$ cat src/flash_cmd_defs.svh
`ifndef FLASH_CMD_DEFS_SVH
`define FLASH_CMD_DEFS_SVH

// =====================================================
// Instruction codes
`define OPC_PAGE_PROG      8'h02
`define OPC_PAGE_PROG4     8'h12
`define OPC_SECTOR_ERASE   8'h20
`define OPC_SECTOR_ERASE4  8'h21
`define OPC_HALF_ERASE     8'h52
`define OPC_HALF_ERASE4    8'h53
`define OPC_BLOCK_ERASE    8'hD8
`define OPC_BLOCK_ERASE4   8'hDC
`define OPC_CHIP_ERASE     8'h60
`define OPC_CHIP_ERASE_ALT 8'hC7
`define OPC_SUSPEND        8'h75
`define OPC_RESUME         8'h7A
`define OPC_PROT_LOCK      8'hA6
`define OPC_SLEEP          8'hB9
`define OPC_SLEEP_EXIT     8'hAB
`define OPC_PTR_PROT       8'hFB
`define OPC_PTR_PROT4      8'hE3
`define OPC_STATUS1_RD     8'h05
`define OPC_STATUS2_RD     8'h07
`define OPC_ANY_RD         8'h65
`define OPC_CONFIG1_RD     8'h35
`define OPC_CONFIG3_RD     8'h33
`define OPC_CLEAR_STATUS   8'h30
`define OPC_RESET_EN       8'h66
`define OPC_RESET          8'h99
`define OPC_WRITE_EN       8'h06
`define OPC_WRITE_REG      8'h01

// =====================================================
// Register byte addresses
`define REG_CTRL     12'h000
`define REG_STATUS   12'h004
`define REG_IRQ_STAT 12'h008
`define REG_IRQ_MASK 12'h00C
`define REG_LAST_OPC 12'h010

// =====================================================
// Field positions
`define ST_WIP      0
`define ST_WEL      1
`define ST_PERR     2
`define ST_EERR     3
`define ST_SUSP     4
`define ST_SLEEP    5
`define ST_NV_PROTECTION_LOCK_BIT   6
`define ST_STATUS_PROTECT1_BIT     7
`define ST_QUAD     8
`define ST_ADDR4    9
`define CT_DONE     0
`define CT_PFAIL    1
`define CT_EFAIL    2
`define CT_SETLOCK  3
`define CT_SETSRP1  4
`define CT_QUAD     5
`define CT_ADDR4    6
`define IRQ_OPCODE  0
`define IRQ_ERROR   1
`define IRQ_IGNORED 2
`define IRQ_RESET   3

// =====================================================
// Widths and reset values
`define ST_W        10
`define IRQ_W       4
`define OPC_BITS    4'h8
`define BITCNT_W    4
`define RESP_OKAY   2'h0
`define RESP_SLVERR 2'h2
`define ZERO32      32'h0000_0000

`endif

$ cat src/flash_cmd_pkg.sv
package flash_cmd_pkg;
  // Kind of array operation under way
  typedef enum logic [1:0] {
    OP_NONE,
    OP_PROGRAM,
    OP_ERASE,
    OP_REGWRITE
  } op_kind_t;
  // Link capture states
  typedef enum logic [1:0] {
    LK_IDLE,
    LK_SHIFT,
    LK_DONE
  } link_state_t;
endpackage : flash_cmd_pkg

$ cat src/flash_cmd_decoder.sv
`timescale 1ns/1ps
`default_nettype none
`include "flash_cmd_defs.svh"

// Operation
// - decode sector, half, block, chip erases
// - suspend and resume opcodes
// - lock opcode writes nv lock bit
// - sleep enter, sleep exit opcodes
// - register write is self-timed operation
// - busy flag reports embedded operations
// - program and erase error flags
// - error keeps busy flag set
// - error state allows listed commands only
// - resets also leave error state
// - write enable precedes page program
// - soft reset keeps status_protect1_bit and lock
module flash_cmd_decoder
  import flash_cmd_pkg::*;
#(
  parameter int AW = 12
) (
  // Clock and reset
  input  wire logic          I_MCLK,
  input  wire logic          I_RST_B,
  // Serial link
  input  wire logic          I_CS_B,
  input  wire logic          I_SCK,
  input  wire logic          I_SI,
  // Operation status
  output var  logic          O_OP_START,
  output var  flash_cmd_pkg::op_kind_t O_OP_KIND,
  output var  logic [7:0]    O_OP_CODE,
  output var  logic          O_BUSY,
  output var  logic          O_IRQ,
  // AXI4-Lite write
  input  wire logic [AW-1:0] S_AXI_AWADDR,
  input  wire logic          S_AXI_AWVALID,
  output var  logic          S_AXI_AWREADY,
  input  wire logic [31:0]   S_AXI_WDATA,
  input  wire logic [3:0]    S_AXI_WSTRB,
  input  wire logic          S_AXI_WVALID,
  output var  logic          S_AXI_WREADY,
  output var  logic [1:0]    S_AXI_BRESP,
  output var  logic          S_AXI_BVALID,
  input  wire logic          S_AXI_BREADY,
  // AXI4-Lite read
  input  wire logic [AW-1:0] S_AXI_ARADDR,
  input  wire logic          S_AXI_ARVALID,
  output var  logic          S_AXI_ARREADY,
  output var  logic [31:0]   S_AXI_RDATA,
  output var  logic [1:0]    S_AXI_RRESP,
  output var  logic          S_AXI_RVALID,
  input  wire logic          S_AXI_RREADY
);
  import flash_cmd_pkg::*;

  // Register map needs five address bits; refuse narrower buses
  if (AW < 5) begin : g_aw_check
    $error("AW too small for register map");
  end

  // ===================================================
  // Decode helpers
  function automatic logic is_erase(input logic [7:0] c);
    is_erase = (c == `OPC_SECTOR_ERASE) || (c == `OPC_SECTOR_ERASE4) ||
               (c == `OPC_HALF_ERASE)   || (c == `OPC_HALF_ERASE4)   ||
               (c == `OPC_BLOCK_ERASE)  || (c == `OPC_BLOCK_ERASE4)  ||
               (c == `OPC_CHIP_ERASE)   || (c == `OPC_CHIP_ERASE_ALT);
  endfunction : is_erase

  function automatic logic err_allowed(input logic [7:0] c);
    err_allowed = (c == `OPC_STATUS1_RD) || (c == `OPC_STATUS2_RD) ||
                  (c == `OPC_ANY_RD)     || (c == `OPC_CONFIG1_RD) ||
                  (c == `OPC_CONFIG3_RD) || (c == `OPC_CLEAR_STATUS) ||
                  (c == `OPC_RESET_EN)   || (c == `OPC_RESET);
  endfunction : err_allowed

  // ===================================================
  // Pin synchronisers (two flops, first read only by second)
  logic [2:0] sync1_q;   // First stage
  logic [2:0] sync2_q;   // Second stage
  logic       sck_old_q; // Edge detect history
  always_ff @(posedge I_MCLK or negedge I_RST_B) begin
    if (!I_RST_B) begin
      sync1_q   <= 3'h7;
      sync2_q   <= 3'h7;
      sck_old_q <= 1'h1;
    end else begin
      sync1_q   <= {I_CS_B, I_SCK, I_SI};
      sync2_q   <= sync1_q;
      sck_old_q <= sync2_q[1];
    end
  end
  logic cs_b_s;
  logic sck_rise;
  logic si_s;
  assign cs_b_s   = sync2_q[2];
  assign si_s     = sync2_q[0];
  assign sck_rise = sync2_q[1] & ~sck_old_q;

  // ===================================================
  // Instruction capture
  link_state_t lk_q, lk_d;          // Capture state
  logic [7:0]  shreg_q, shreg_d;    // Opcode shifter
  logic [3:0]  bits_q, bits_d;      // Bits taken so far
  logic        opc_stb;             // Whole opcode seen
  // Eight rising edges after chip select falls; rest of frame ignored
  always_comb begin
    lk_d    = lk_q;
    shreg_d = shreg_q;
    bits_d  = bits_q;
    opc_stb = 1'b0;
    case (lk_q)
      LK_IDLE: begin
        if (!cs_b_s) begin
          lk_d   = LK_SHIFT;
          bits_d = '0;
        end
      end
      LK_SHIFT: begin
        if (cs_b_s) begin
          lk_d = LK_IDLE; // Short frame dropped
        end else if (sck_rise) begin
          shreg_d = {shreg_q[6:0], si_s};
          bits_d  = bits_q + 4'h1;
          if (bits_q == (`OPC_BITS - 4'h1)) begin
            lk_d    = LK_DONE;
            opc_stb = 1'b1;
          end
        end
      end
      LK_DONE: begin
        if (cs_b_s) lk_d = LK_IDLE;
      end
      default: lk_d = LK_IDLE;
    endcase
  end
  always_ff @(posedge I_MCLK or negedge I_RST_B) begin
    if (!I_RST_B) begin
      lk_q    <= LK_IDLE;
      shreg_q <= 8'h00;
      bits_q  <= 4'h0;
    end else begin
      lk_q    <= lk_d;
      shreg_q <= shreg_d;
      bits_q  <= bits_d;
    end
  end
  logic [7:0] opc;
  assign opc = shreg_d;

  // ===================================================
  // Register bus state
  logic [6:0]         ctrl_q, ctrl_d;         // Software control
  logic [`IRQ_W-1:0]  irq_st_q, irq_st_d;     // Sticky events
  logic [`IRQ_W-1:0]  irq_mk_q, irq_mk_d;     // Event mask
  logic               bvalid_q, bvalid_d;
  logic [1:0]         bresp_q, bresp_d;
  logic               rvalid_q, rvalid_d;
  logic [31:0]        rdata_q, rdata_d;
  logic [1:0]         rresp_q, rresp_d;

  // ===================================================
  // Device state
  logic [`ST_W-1:0] st_q, st_d;     // Status bits
  op_kind_t         op_q, op_d;     // Operation in flight
  logic             reset_enable_cmd_q, reset_enable_cmd_d; // Reset armed
  logic             start_q, start_d;
  logic [7:0]       last_q, last_d;
  logic [`IRQ_W-1:0] ev;            // Events this cycle

  logic wr_go;
  logic [31:0] wd;
  assign wr_go = S_AXI_AWVALID & S_AXI_WVALID & ~bvalid_q;
  assign wd    = S_AXI_WDATA;

  // Command interpreter and status
  always_comb begin
    logic err;
    logic ok;
    err     = st_q[`ST_PERR] | st_q[`ST_EERR];
    ok      = opc_stb & (!err | err_allowed(opc));
    st_d    = st_q;
    op_d    = op_q;
    reset_enable_cmd_d = reset_enable_cmd_q;
    start_d = 1'b0;
    last_d  = last_q;
    ev      = '0;
    if (opc_stb) begin
      ev[`IRQ_OPCODE] = ok;
      ev[`IRQ_IGNORED] = !ok;
      if (ok) last_d = opc;
    end
    if (ok) begin
      reset_enable_cmd_d = (opc == `OPC_RESET_EN);
      if (st_q[`ST_SLEEP]) begin
        if (opc == `OPC_SLEEP_EXIT) st_d[`ST_SLEEP] = 1'b0;
      end else if (st_q[`ST_WIP] && op_q != OP_NONE) begin
        if (opc == `OPC_SUSPEND && op_q != OP_REGWRITE) begin
          st_d[`ST_SUSP] = 1'b1;
          st_d[`ST_WIP]  = 1'b0;
        end
      end else begin
        case (opc)
          `OPC_WRITE_EN: st_d[`ST_WEL] = 1'b1;
          `OPC_PAGE_PROG, `OPC_PAGE_PROG4: begin
            if (st_q[`ST_WEL] && !st_q[`ST_SUSP]) begin
              op_d = OP_PROGRAM;
              st_d[`ST_WIP] = 1'b1;
              st_d[`ST_WEL] = 1'b0;
              start_d = 1'b1;
            end
          end
          `OPC_RESUME: begin
            if (st_q[`ST_SUSP]) begin
              st_d[`ST_SUSP] = 1'b0;
              st_d[`ST_WIP]  = 1'b1;
            end
          end
          `OPC_PROT_LOCK: begin
            if (st_q[`ST_WEL]) begin
              st_d[`ST_NV_PROTECTION_LOCK_BIT] = 1'b1;
              st_d[`ST_WEL] = 1'b0;
              st_d[`ST_WIP] = 1'b1;
              op_d = OP_REGWRITE;
              start_d = 1'b1;
            end
          end
          `OPC_WRITE_REG: begin
            if (st_q[`ST_WEL]) begin
              st_d[`ST_STATUS_PROTECT1_BIT] = ctrl_q[`CT_SETSRP1];
              st_d[`ST_WEL] = 1'b0;
              st_d[`ST_WIP] = 1'b1;
              op_d = OP_REGWRITE;
              start_d = 1'b1;
            end
          end
          `OPC_SLEEP: st_d[`ST_SLEEP] = 1'b1;
          `OPC_CLEAR_STATUS: begin
            st_d[`ST_PERR] = 1'b0;
            st_d[`ST_EERR] = 1'b0;
            st_d[`ST_WIP]  = 1'b0;
            op_d = OP_NONE;
          end
          default: begin
            if (is_erase(opc) && st_q[`ST_WEL] &&
                !st_q[`ST_SUSP]) begin
              op_d = OP_ERASE;
              st_d[`ST_WIP] = 1'b1;
              st_d[`ST_WEL] = 1'b0;
              start_d = 1'b1;
            end
          end
        endcase
      end
      if (err && opc == `OPC_CLEAR_STATUS) begin
        st_d[`ST_PERR] = 1'b0;
        st_d[`ST_EERR] = 1'b0;
        st_d[`ST_WIP]  = 1'b0;
        op_d = OP_NONE;
      end
      // Soft reset acts even while busy or erroring, but not asleep
      if (opc == `OPC_RESET && reset_enable_cmd_q && !st_q[`ST_SLEEP]) begin
        st_d = '0;
        st_d[`ST_NV_PROTECTION_LOCK_BIT] = st_q[`ST_NV_PROTECTION_LOCK_BIT];
        st_d[`ST_STATUS_PROTECT1_BIT]   = st_q[`ST_STATUS_PROTECT1_BIT];
        op_d = OP_NONE;
        ev[`IRQ_RESET] = 1'b1;
      end
    end
    // Array engine reports through the control register
    if (wr_go && S_AXI_AWADDR[AW-1:0] == AW'(`REG_CTRL) && S_AXI_WSTRB[0]
        && op_q != OP_NONE && st_q[`ST_WIP] && !err) begin
      if (wd[`CT_PFAIL] && op_q == OP_PROGRAM) begin
        st_d[`ST_PERR] = 1'b1;
        ev[`IRQ_ERROR] = 1'b1;
      end else if (wd[`CT_EFAIL] && op_q == OP_ERASE) begin
        st_d[`ST_EERR] = 1'b1;
        ev[`IRQ_ERROR] = 1'b1;
      end else if (wd[`CT_DONE]) begin
        st_d[`ST_WIP] = 1'b0;
        op_d = OP_NONE;
      end
    end
    if (st_d[`ST_PERR] | st_d[`ST_EERR]) st_d[`ST_WIP] = 1'b1;
    st_d[`ST_QUAD]  = ctrl_q[`CT_QUAD];
    st_d[`ST_ADDR4] = ctrl_q[`CT_ADDR4];
  end
  always_ff @(posedge I_MCLK or negedge I_RST_B) begin
    if (!I_RST_B) begin
      st_q    <= '0;
      op_q    <= OP_NONE;
      reset_enable_cmd_q <= 1'b0;
      start_q <= 1'b0;
      last_q  <= 8'h00;
    end else begin
      st_q    <= st_d;
      op_q    <= op_d;
      reset_enable_cmd_q <= reset_enable_cmd_d;
      start_q <= start_d;
      last_q  <= last_d;
    end
  end

  // ===================================================
  // AXI4-Lite slave: both halves taken together, one cycle answer
  always_comb begin
    ctrl_d   = ctrl_q;
    irq_st_d = irq_st_q;
    irq_mk_d = irq_mk_q;
    bvalid_d = bvalid_q & ~S_AXI_BREADY;
    bresp_d  = bresp_q;
    rvalid_d = rvalid_q & ~S_AXI_RREADY;
    rdata_d  = rdata_q;
    rresp_d  = rresp_q;
    if (wr_go) begin
      bvalid_d = 1'b1;
      bresp_d  = `RESP_OKAY;
      case (S_AXI_AWADDR)
        AW'(`REG_CTRL):
          if (S_AXI_WSTRB[0]) ctrl_d = {wd[6:5], 5'h00};
        AW'(`REG_IRQ_STAT):
          if (S_AXI_WSTRB[0]) irq_st_d = irq_st_q & ~wd[`IRQ_W-1:0];
        AW'(`REG_IRQ_MASK):
          if (S_AXI_WSTRB[0]) irq_mk_d = wd[`IRQ_W-1:0];
        AW'(`REG_STATUS), AW'(`REG_LAST_OPC): ;
        default: bresp_d = `RESP_SLVERR;
      endcase
    end
    irq_st_d = irq_st_d | ev; // Set wins over clear
    if (S_AXI_ARVALID && !rvalid_q) begin
      rvalid_d = 1'b1;
      rresp_d  = `RESP_OKAY;
      case (S_AXI_ARADDR)
        AW'(`REG_CTRL):     rdata_d = {25'h0, ctrl_q};
        AW'(`REG_STATUS):   rdata_d = {22'h0, st_q};
        AW'(`REG_IRQ_STAT): rdata_d = {28'h0, irq_st_q};
        AW'(`REG_IRQ_MASK): rdata_d = {28'h0, irq_mk_q};
        AW'(`REG_LAST_OPC): rdata_d = {24'h0, last_q};
        default: begin
          rdata_d = `ZERO32;
          rresp_d = `RESP_SLVERR;
        end
      endcase
    end
  end
  always_ff @(posedge I_MCLK or negedge I_RST_B) begin
    if (!I_RST_B) begin
      ctrl_q   <= '0;
      irq_st_q <= '0;
      irq_mk_q <= '0;
      bvalid_q <= 1'b0;
      bresp_q  <= 2'h0;
      rvalid_q <= 1'b0;
      rdata_q  <= 32'h0000_0000;
      rresp_q  <= 2'h0;
    end else begin
      ctrl_q   <= ctrl_d;
      irq_st_q <= irq_st_d;
      irq_mk_q <= irq_mk_d;
      bvalid_q <= bvalid_d;
      bresp_q  <= bresp_d;
      rvalid_q <= rvalid_d;
      rdata_q  <= rdata_d;
      rresp_q  <= rresp_d;
    end
  end

  // ===================================================
  // Outputs
  assign S_AXI_AWREADY = wr_go;
  assign S_AXI_WREADY  = wr_go;
  assign S_AXI_BVALID  = bvalid_q;
  assign S_AXI_BRESP   = bresp_q;
  assign S_AXI_ARREADY = S_AXI_ARVALID & ~rvalid_q;
  assign S_AXI_RVALID  = rvalid_q;
  assign S_AXI_RDATA   = rdata_q;
  assign S_AXI_RRESP   = rresp_q;
  assign O_OP_START    = start_q;
  assign O_OP_KIND     = op_q;
  assign O_OP_CODE     = last_q;
  assign O_BUSY        = st_q[`ST_WIP];
  assign O_IRQ         = |(irq_st_q & irq_mk_q);
endmodule : flash_cmd_decoder
`default_nettype wire

$ cat config.mk
export PLATFORM = sky130hd
export DESIGN_NAME = flash_cmd_decoder
export DESIGN_NICKNAME = d
export VERILOG_FILES = /design/src/flash_cmd_pkg.sv /design/src/flash_cmd_decoder.sv
export VERILOG_INCLUDE_DIRS = /design/src /design/src/src
export SDC_FILE = /design/constraint.sdc
export NUM_CORES = 1
export LEC_CHECK = 0
export ABC_AREA = 1
export BUFFER_PORTS_ARGS = -buffer_cell sky130_fd_sc_hd__clkbuf_2
export CAP_MARGIN = 20
export CORE_UTILIZATION = 46
export DETAILED_ROUTE_END_ITERATION = 16
export PLACE_DENSITY = 0.73
export SETUP_SLACK_MARGIN = 0.05
export SLEW_MARGIN = 10
export SYNTH_ARGS = -nofsm -noshare
export SYNTH_HDL_FRONTEND = slang
export SYNTH_SLANG_ARGS = --single-unit
$ cat constraint.sdc
create_clock -name I_MCLK -period 2.9 [get_ports I_MCLK]
set_input_delay 0.145 -clock I_MCLK [delete_from_list [all_inputs] [get_ports I_MCLK]]
set_output_delay 0.145 -clock I_MCLK [all_outputs]
set_load 0.005 [all_outputs]
==> flow_results.org <==
** Status
- The run finished with clean final reports.

** Synthesis
- The largest total area in the synthesized netlist belongs to dfrtp_1.
- Yosys Warn Count :: 0
- Number of library cell types mapped by synthesis :: 40
- Ranking of synthesized cells by instance count :: nand2_1 (126), dfrtp_1 (59), inv_1 (51), nand3_1 (48), nor2_1 (43)
- In the synthesized netlist, the number of instances is slightly above 500.
- The synthesized design devotes to its leading area cell type 37.6% of total area.
- Dividing the synthesized area by the synthesized cell count gives around 7.6 sq um.
- Yosys mapped a number of flops with a built-in enable equal to 0.
- The cell area that synthesis handed to floorplanning was 3930 sq um.
- Among all flip-flop cells after synthesis, the most frequent one is dfrtp_1.
- For this run, asynchronously set or reset flops after synthesis account for 100%.
- Register area share after synthesis :: between 40% and 50%
- Synthesis-stage register bit count :: between 60 and 70
- By area the synthesized netlist is led by dfrtp_1 (38%), nand2_1 (12%), nand3_1 (6.1%).
- Most frequently used cell type in the post-synthesis netlist :: nand2_1

** Setup path
- Data arrives at the worst endpoint at between 2 and 3 ns.
- Largest fanout on the critical path :: 10
- STA classifies the critical path endpoint as a register.
- The worst setup path is of the reg -> reg kind.
- For this design, the slowest cell found on the critical path is dfstp_2.
- Critical path launch point type :: register
- By instance count, the cell type seen most on the critical path is nand2_1.
- The critical path goes through inv_1 -> nor2_4 -> buf_4 -> nand3_1 -> nand2_1 -> nand2_1 -> nor2_2 -> nand2_1 -> nand2_1 -> nor2_1 -> nand3_2 -> nand2_4 -> o21ai_1 -> nand2_1 -> nor2_1 -> nand2_1.
- For this run, the slowest stage of the critical path takes between 0.5 and 0.6 ns.
- Required time reported for the critical path endpoint :: ~3.1 ns

** Die
- Core Rows :: 33
- For this design the top-level I/O count stands at approximately 120.
- Die Outline Area :: around 8900 sq um
- Die extent in x :: 94.4 um
- Once the floorplan was initialized, standard cells occupied between 40% and 50% of the core.
- Area of the core :: just over 8000 sq um
- The die is 94.4 um tall.

** Final layout
- Sequential cell area :: 1660 sq um
- The layout has just under 800 filler cells.
- Relative to the synthesized area, the layout overhead comes to 17.5%.
- 0 antenna diodes ended up in the layout.
- Number of nets in the finished design :: between 600 and 700
- The multi-input combinational cells in the finished layout cover a total of between 1500 and 2000 sq um.
- Share of the core filled with cells in the final layout :: between 50 and 60%
- The post-route netlist has 24.4% of its cells at a drive strength greater than 1.

** Route
- After detailed routing, the number of vias per cell comes to between 5 and 6.
- WL per Instance :: ~13 um
- TritonRoute pass-1 iters :: 5
- For this run, design rule violations remaining after detail routing come to 0.
- The routed layout has about 3700 vias.
- Summed over all layers, the routed wires come to between 9000 and 10000 um.
- Once detail routing completed, the nets flagged for antenna violations numbered 0.
- DRC violation total after the first TritonRoute iteration :: between 200 and 250

** STA
- The worst path meets setup with about 0.37 ns of slack.
- Post-route minimum period :: 2.53 ns
- Across the routed clock network, the largest skew measured is just under 0.008 ns.
- Setup violations, final :: 0
- Hold Fails Final Rpt :: 0
- Setup repair after global routing left no endpoint under its margin.
- Final worst path period share :: slightly below 90%
- For the final routed database, the setup TNS stands at 0 ns.
- The final-report max-slew violation count came to 0.
- Top achievable clock speed :: roughly 400 MHz
- Worst-margin pin slew :: between 0.5 and 0.6 ns
- In this run the tightest slew margin relative to its limit is roughly 66%.

** Placement
- Worst setup slack after placement :: 0.209 ns
- Routability-driven placement finished with a final weighted congestion of 0.888.
- Hpwl dp :: a little over 7000 um
- Total of buffers placed on input and output ports :: 70

** GRT
- The first global-routing pass estimated 15300 um of wire.
- Initial antenna violation count :: 0
- The via count of the first global-routing pass is 3383.
- Global routing finished with a remaining overflow of 0.
- Global routing used between 20% and 30% of the available tracks.
- Entering global routing, the biggest net connects 38 pins.

** Pwr
- PD cells :: ~470 nW/um^2
- Worst IR Drop VDD :: approximately 240 uV
- Leak :: 2.36 nW
- Post-layout total power :: 2.18 mW

** Clock tree
- CTS Root Buffer Type :: clkbuf_8
- Number of H-tree levels :: 3
- Total CTS buffers :: 9
- TritonCTS built the clock tree.
- The later pin in the worst-skew pair is clocked with a latency of approximately 0.34 ns.
- For this design, the sink count on the clock tree is 66.
- Clock slew at the register clock pins of the worst setup and hold paths :: 0.07 ns
- No sink is reached through more buffers than the 2 on the longest clock path.

** Job
- Max Cap Viol :: 0

** Worst hold path
- The worst hold path belongs to the class in -> reg.
## flip-flops by register name, indices dropped and copies added, names as in the netlist
| register | count |
|---|---|
| S_AXI_RDATA | 10 |
| st_q | 9 |
| O_OP_CODE | 8 |
| shreg_q | 8 |
| bits_q | 4 |
| irq_mk_q | 4 |
| irq_st_q | 4 |
| sync1_q | 3 |
| sync2_q | 3 |
| O_OP_KIND | 2 |
| ctrl_q | 2 |
| lk_q | 2 |
| O_OP_START | 1 |
| S_AXI_BRESP | 1 |
| S_AXI_BVALID | 1 |
| S_AXI_RRESP | 1 |
| S_AXI_RVALID | 1 |
| reset_enable_cmd_q | 1 |
| sck_old_q | 1 |
## cell usage in the layout (no fill, tap or decap), drive strengths merged
cell type    instances
a21boi               1
a21oi                9
a221oi               2
a22o                 1
a31oi                1
a32o                 3
and3                 1
buf                 13
bufinv               1
clkbuf              81
clkinv               2
clkinvlp             2
conb                24
dfrtp               59
dfstp                7
dlygate4sd3          6
ha                   1
inv                 55
mux2                 2
nand2              146
nand3               50
nand3b               4
nand4               15
nor2                54
nor3                15
nor3b                1
nor4                 3
o211ai               2
o21a                 2
o21ai               39
o22ai                4
o31ai                4
## per-layer routing
metal | routed length, um | part of all wire (%) | global-route usage [%]
met1 | 4340 | 47 | 28.6
met2 | 4260 | 46 | 35.5
met5 | 0 | 0 | 0
met4 | 169 | 1.8 | 9.74
met3 | 534 | 5.7 | 5.23
## cell families (layout without fill, tap and decap cells)
logic type / after synthesis / in the layout / synth area share, %
simple gates: 288 / 289 / 34.4
buf+inv: 90 / 160 / 12.3
compound gates: 68 / 68 / 10.1
flops: 66 / 66 / 42.2
mux: 2 / 2 / 0.573
fa+ha+maj: 1 / 1 / 0.318
other cells: 1 / 24 / 0.0954
## critical path: cells and delay by family (launching register included)
family                 cells  cell delay (ns)
and+or+nand+nor           13             1.54
AOI/OAI and AO/OA          1             0.14
DFF                        1             0.53
buffers and inverters      2             0.23
## through the flow
step | instance area, sq um | hold WS [ns] | cells
floorplan | 4020 | -0.151 | 539
global placement | 4290 | 0.0295 | 687
detailed placement | 4290 | 0.0345 | 687
CTS | 4550 | 0.0185 | 709
global route | 4620 | 0.0268 | 715
finish | 4620 | 0.0294 | 715
## final timing paths
path / startpoint / end / slack [ns] / cells after the start
max: sync2_q[1] / st_q[0] / 0.37 / 16
min: S_AXI_WDATA[5] / ctrl_q[5] / 0.03 / 2
max reg2reg: sync2_q[1] / st_q[0] / 0.37 / 16
min reg2reg: sync1_q[0] / sync2_q[0] / 0.36 / 0
max in group asynchronous: I_RST_B / st_q[3] / 1.93 / 3
min in group asynchronous: I_RST_B / bits_q[1] / 0.20 / 2
## cell type report
class,instances,area share [%]
clock inverters,4,1.08
well taps,105,2.84
multi-input cells,384,41.1
repair buffers,88,11.1
inverters,56,4.55
flip-flops and latches,66,35.9
clock buffers,12,3.36
## where the power goes
group	leakage, nW	internal, mW	switching (mW)
registers	0.840	0.961	0.0261
clock network	0.0986	0.443	0.355
logic	1.42	0.131	0.261
total	2.36	1.53	0.642
## timing repair
action	in CTS	in global routing
endpoints found under the setup margin	0	17
endpoints found under the hold margin	15	0
gates resized for setup	0	6
buffers inserted	0	5
hold buffers	6	0
Power figures use the tool's default switching activity.
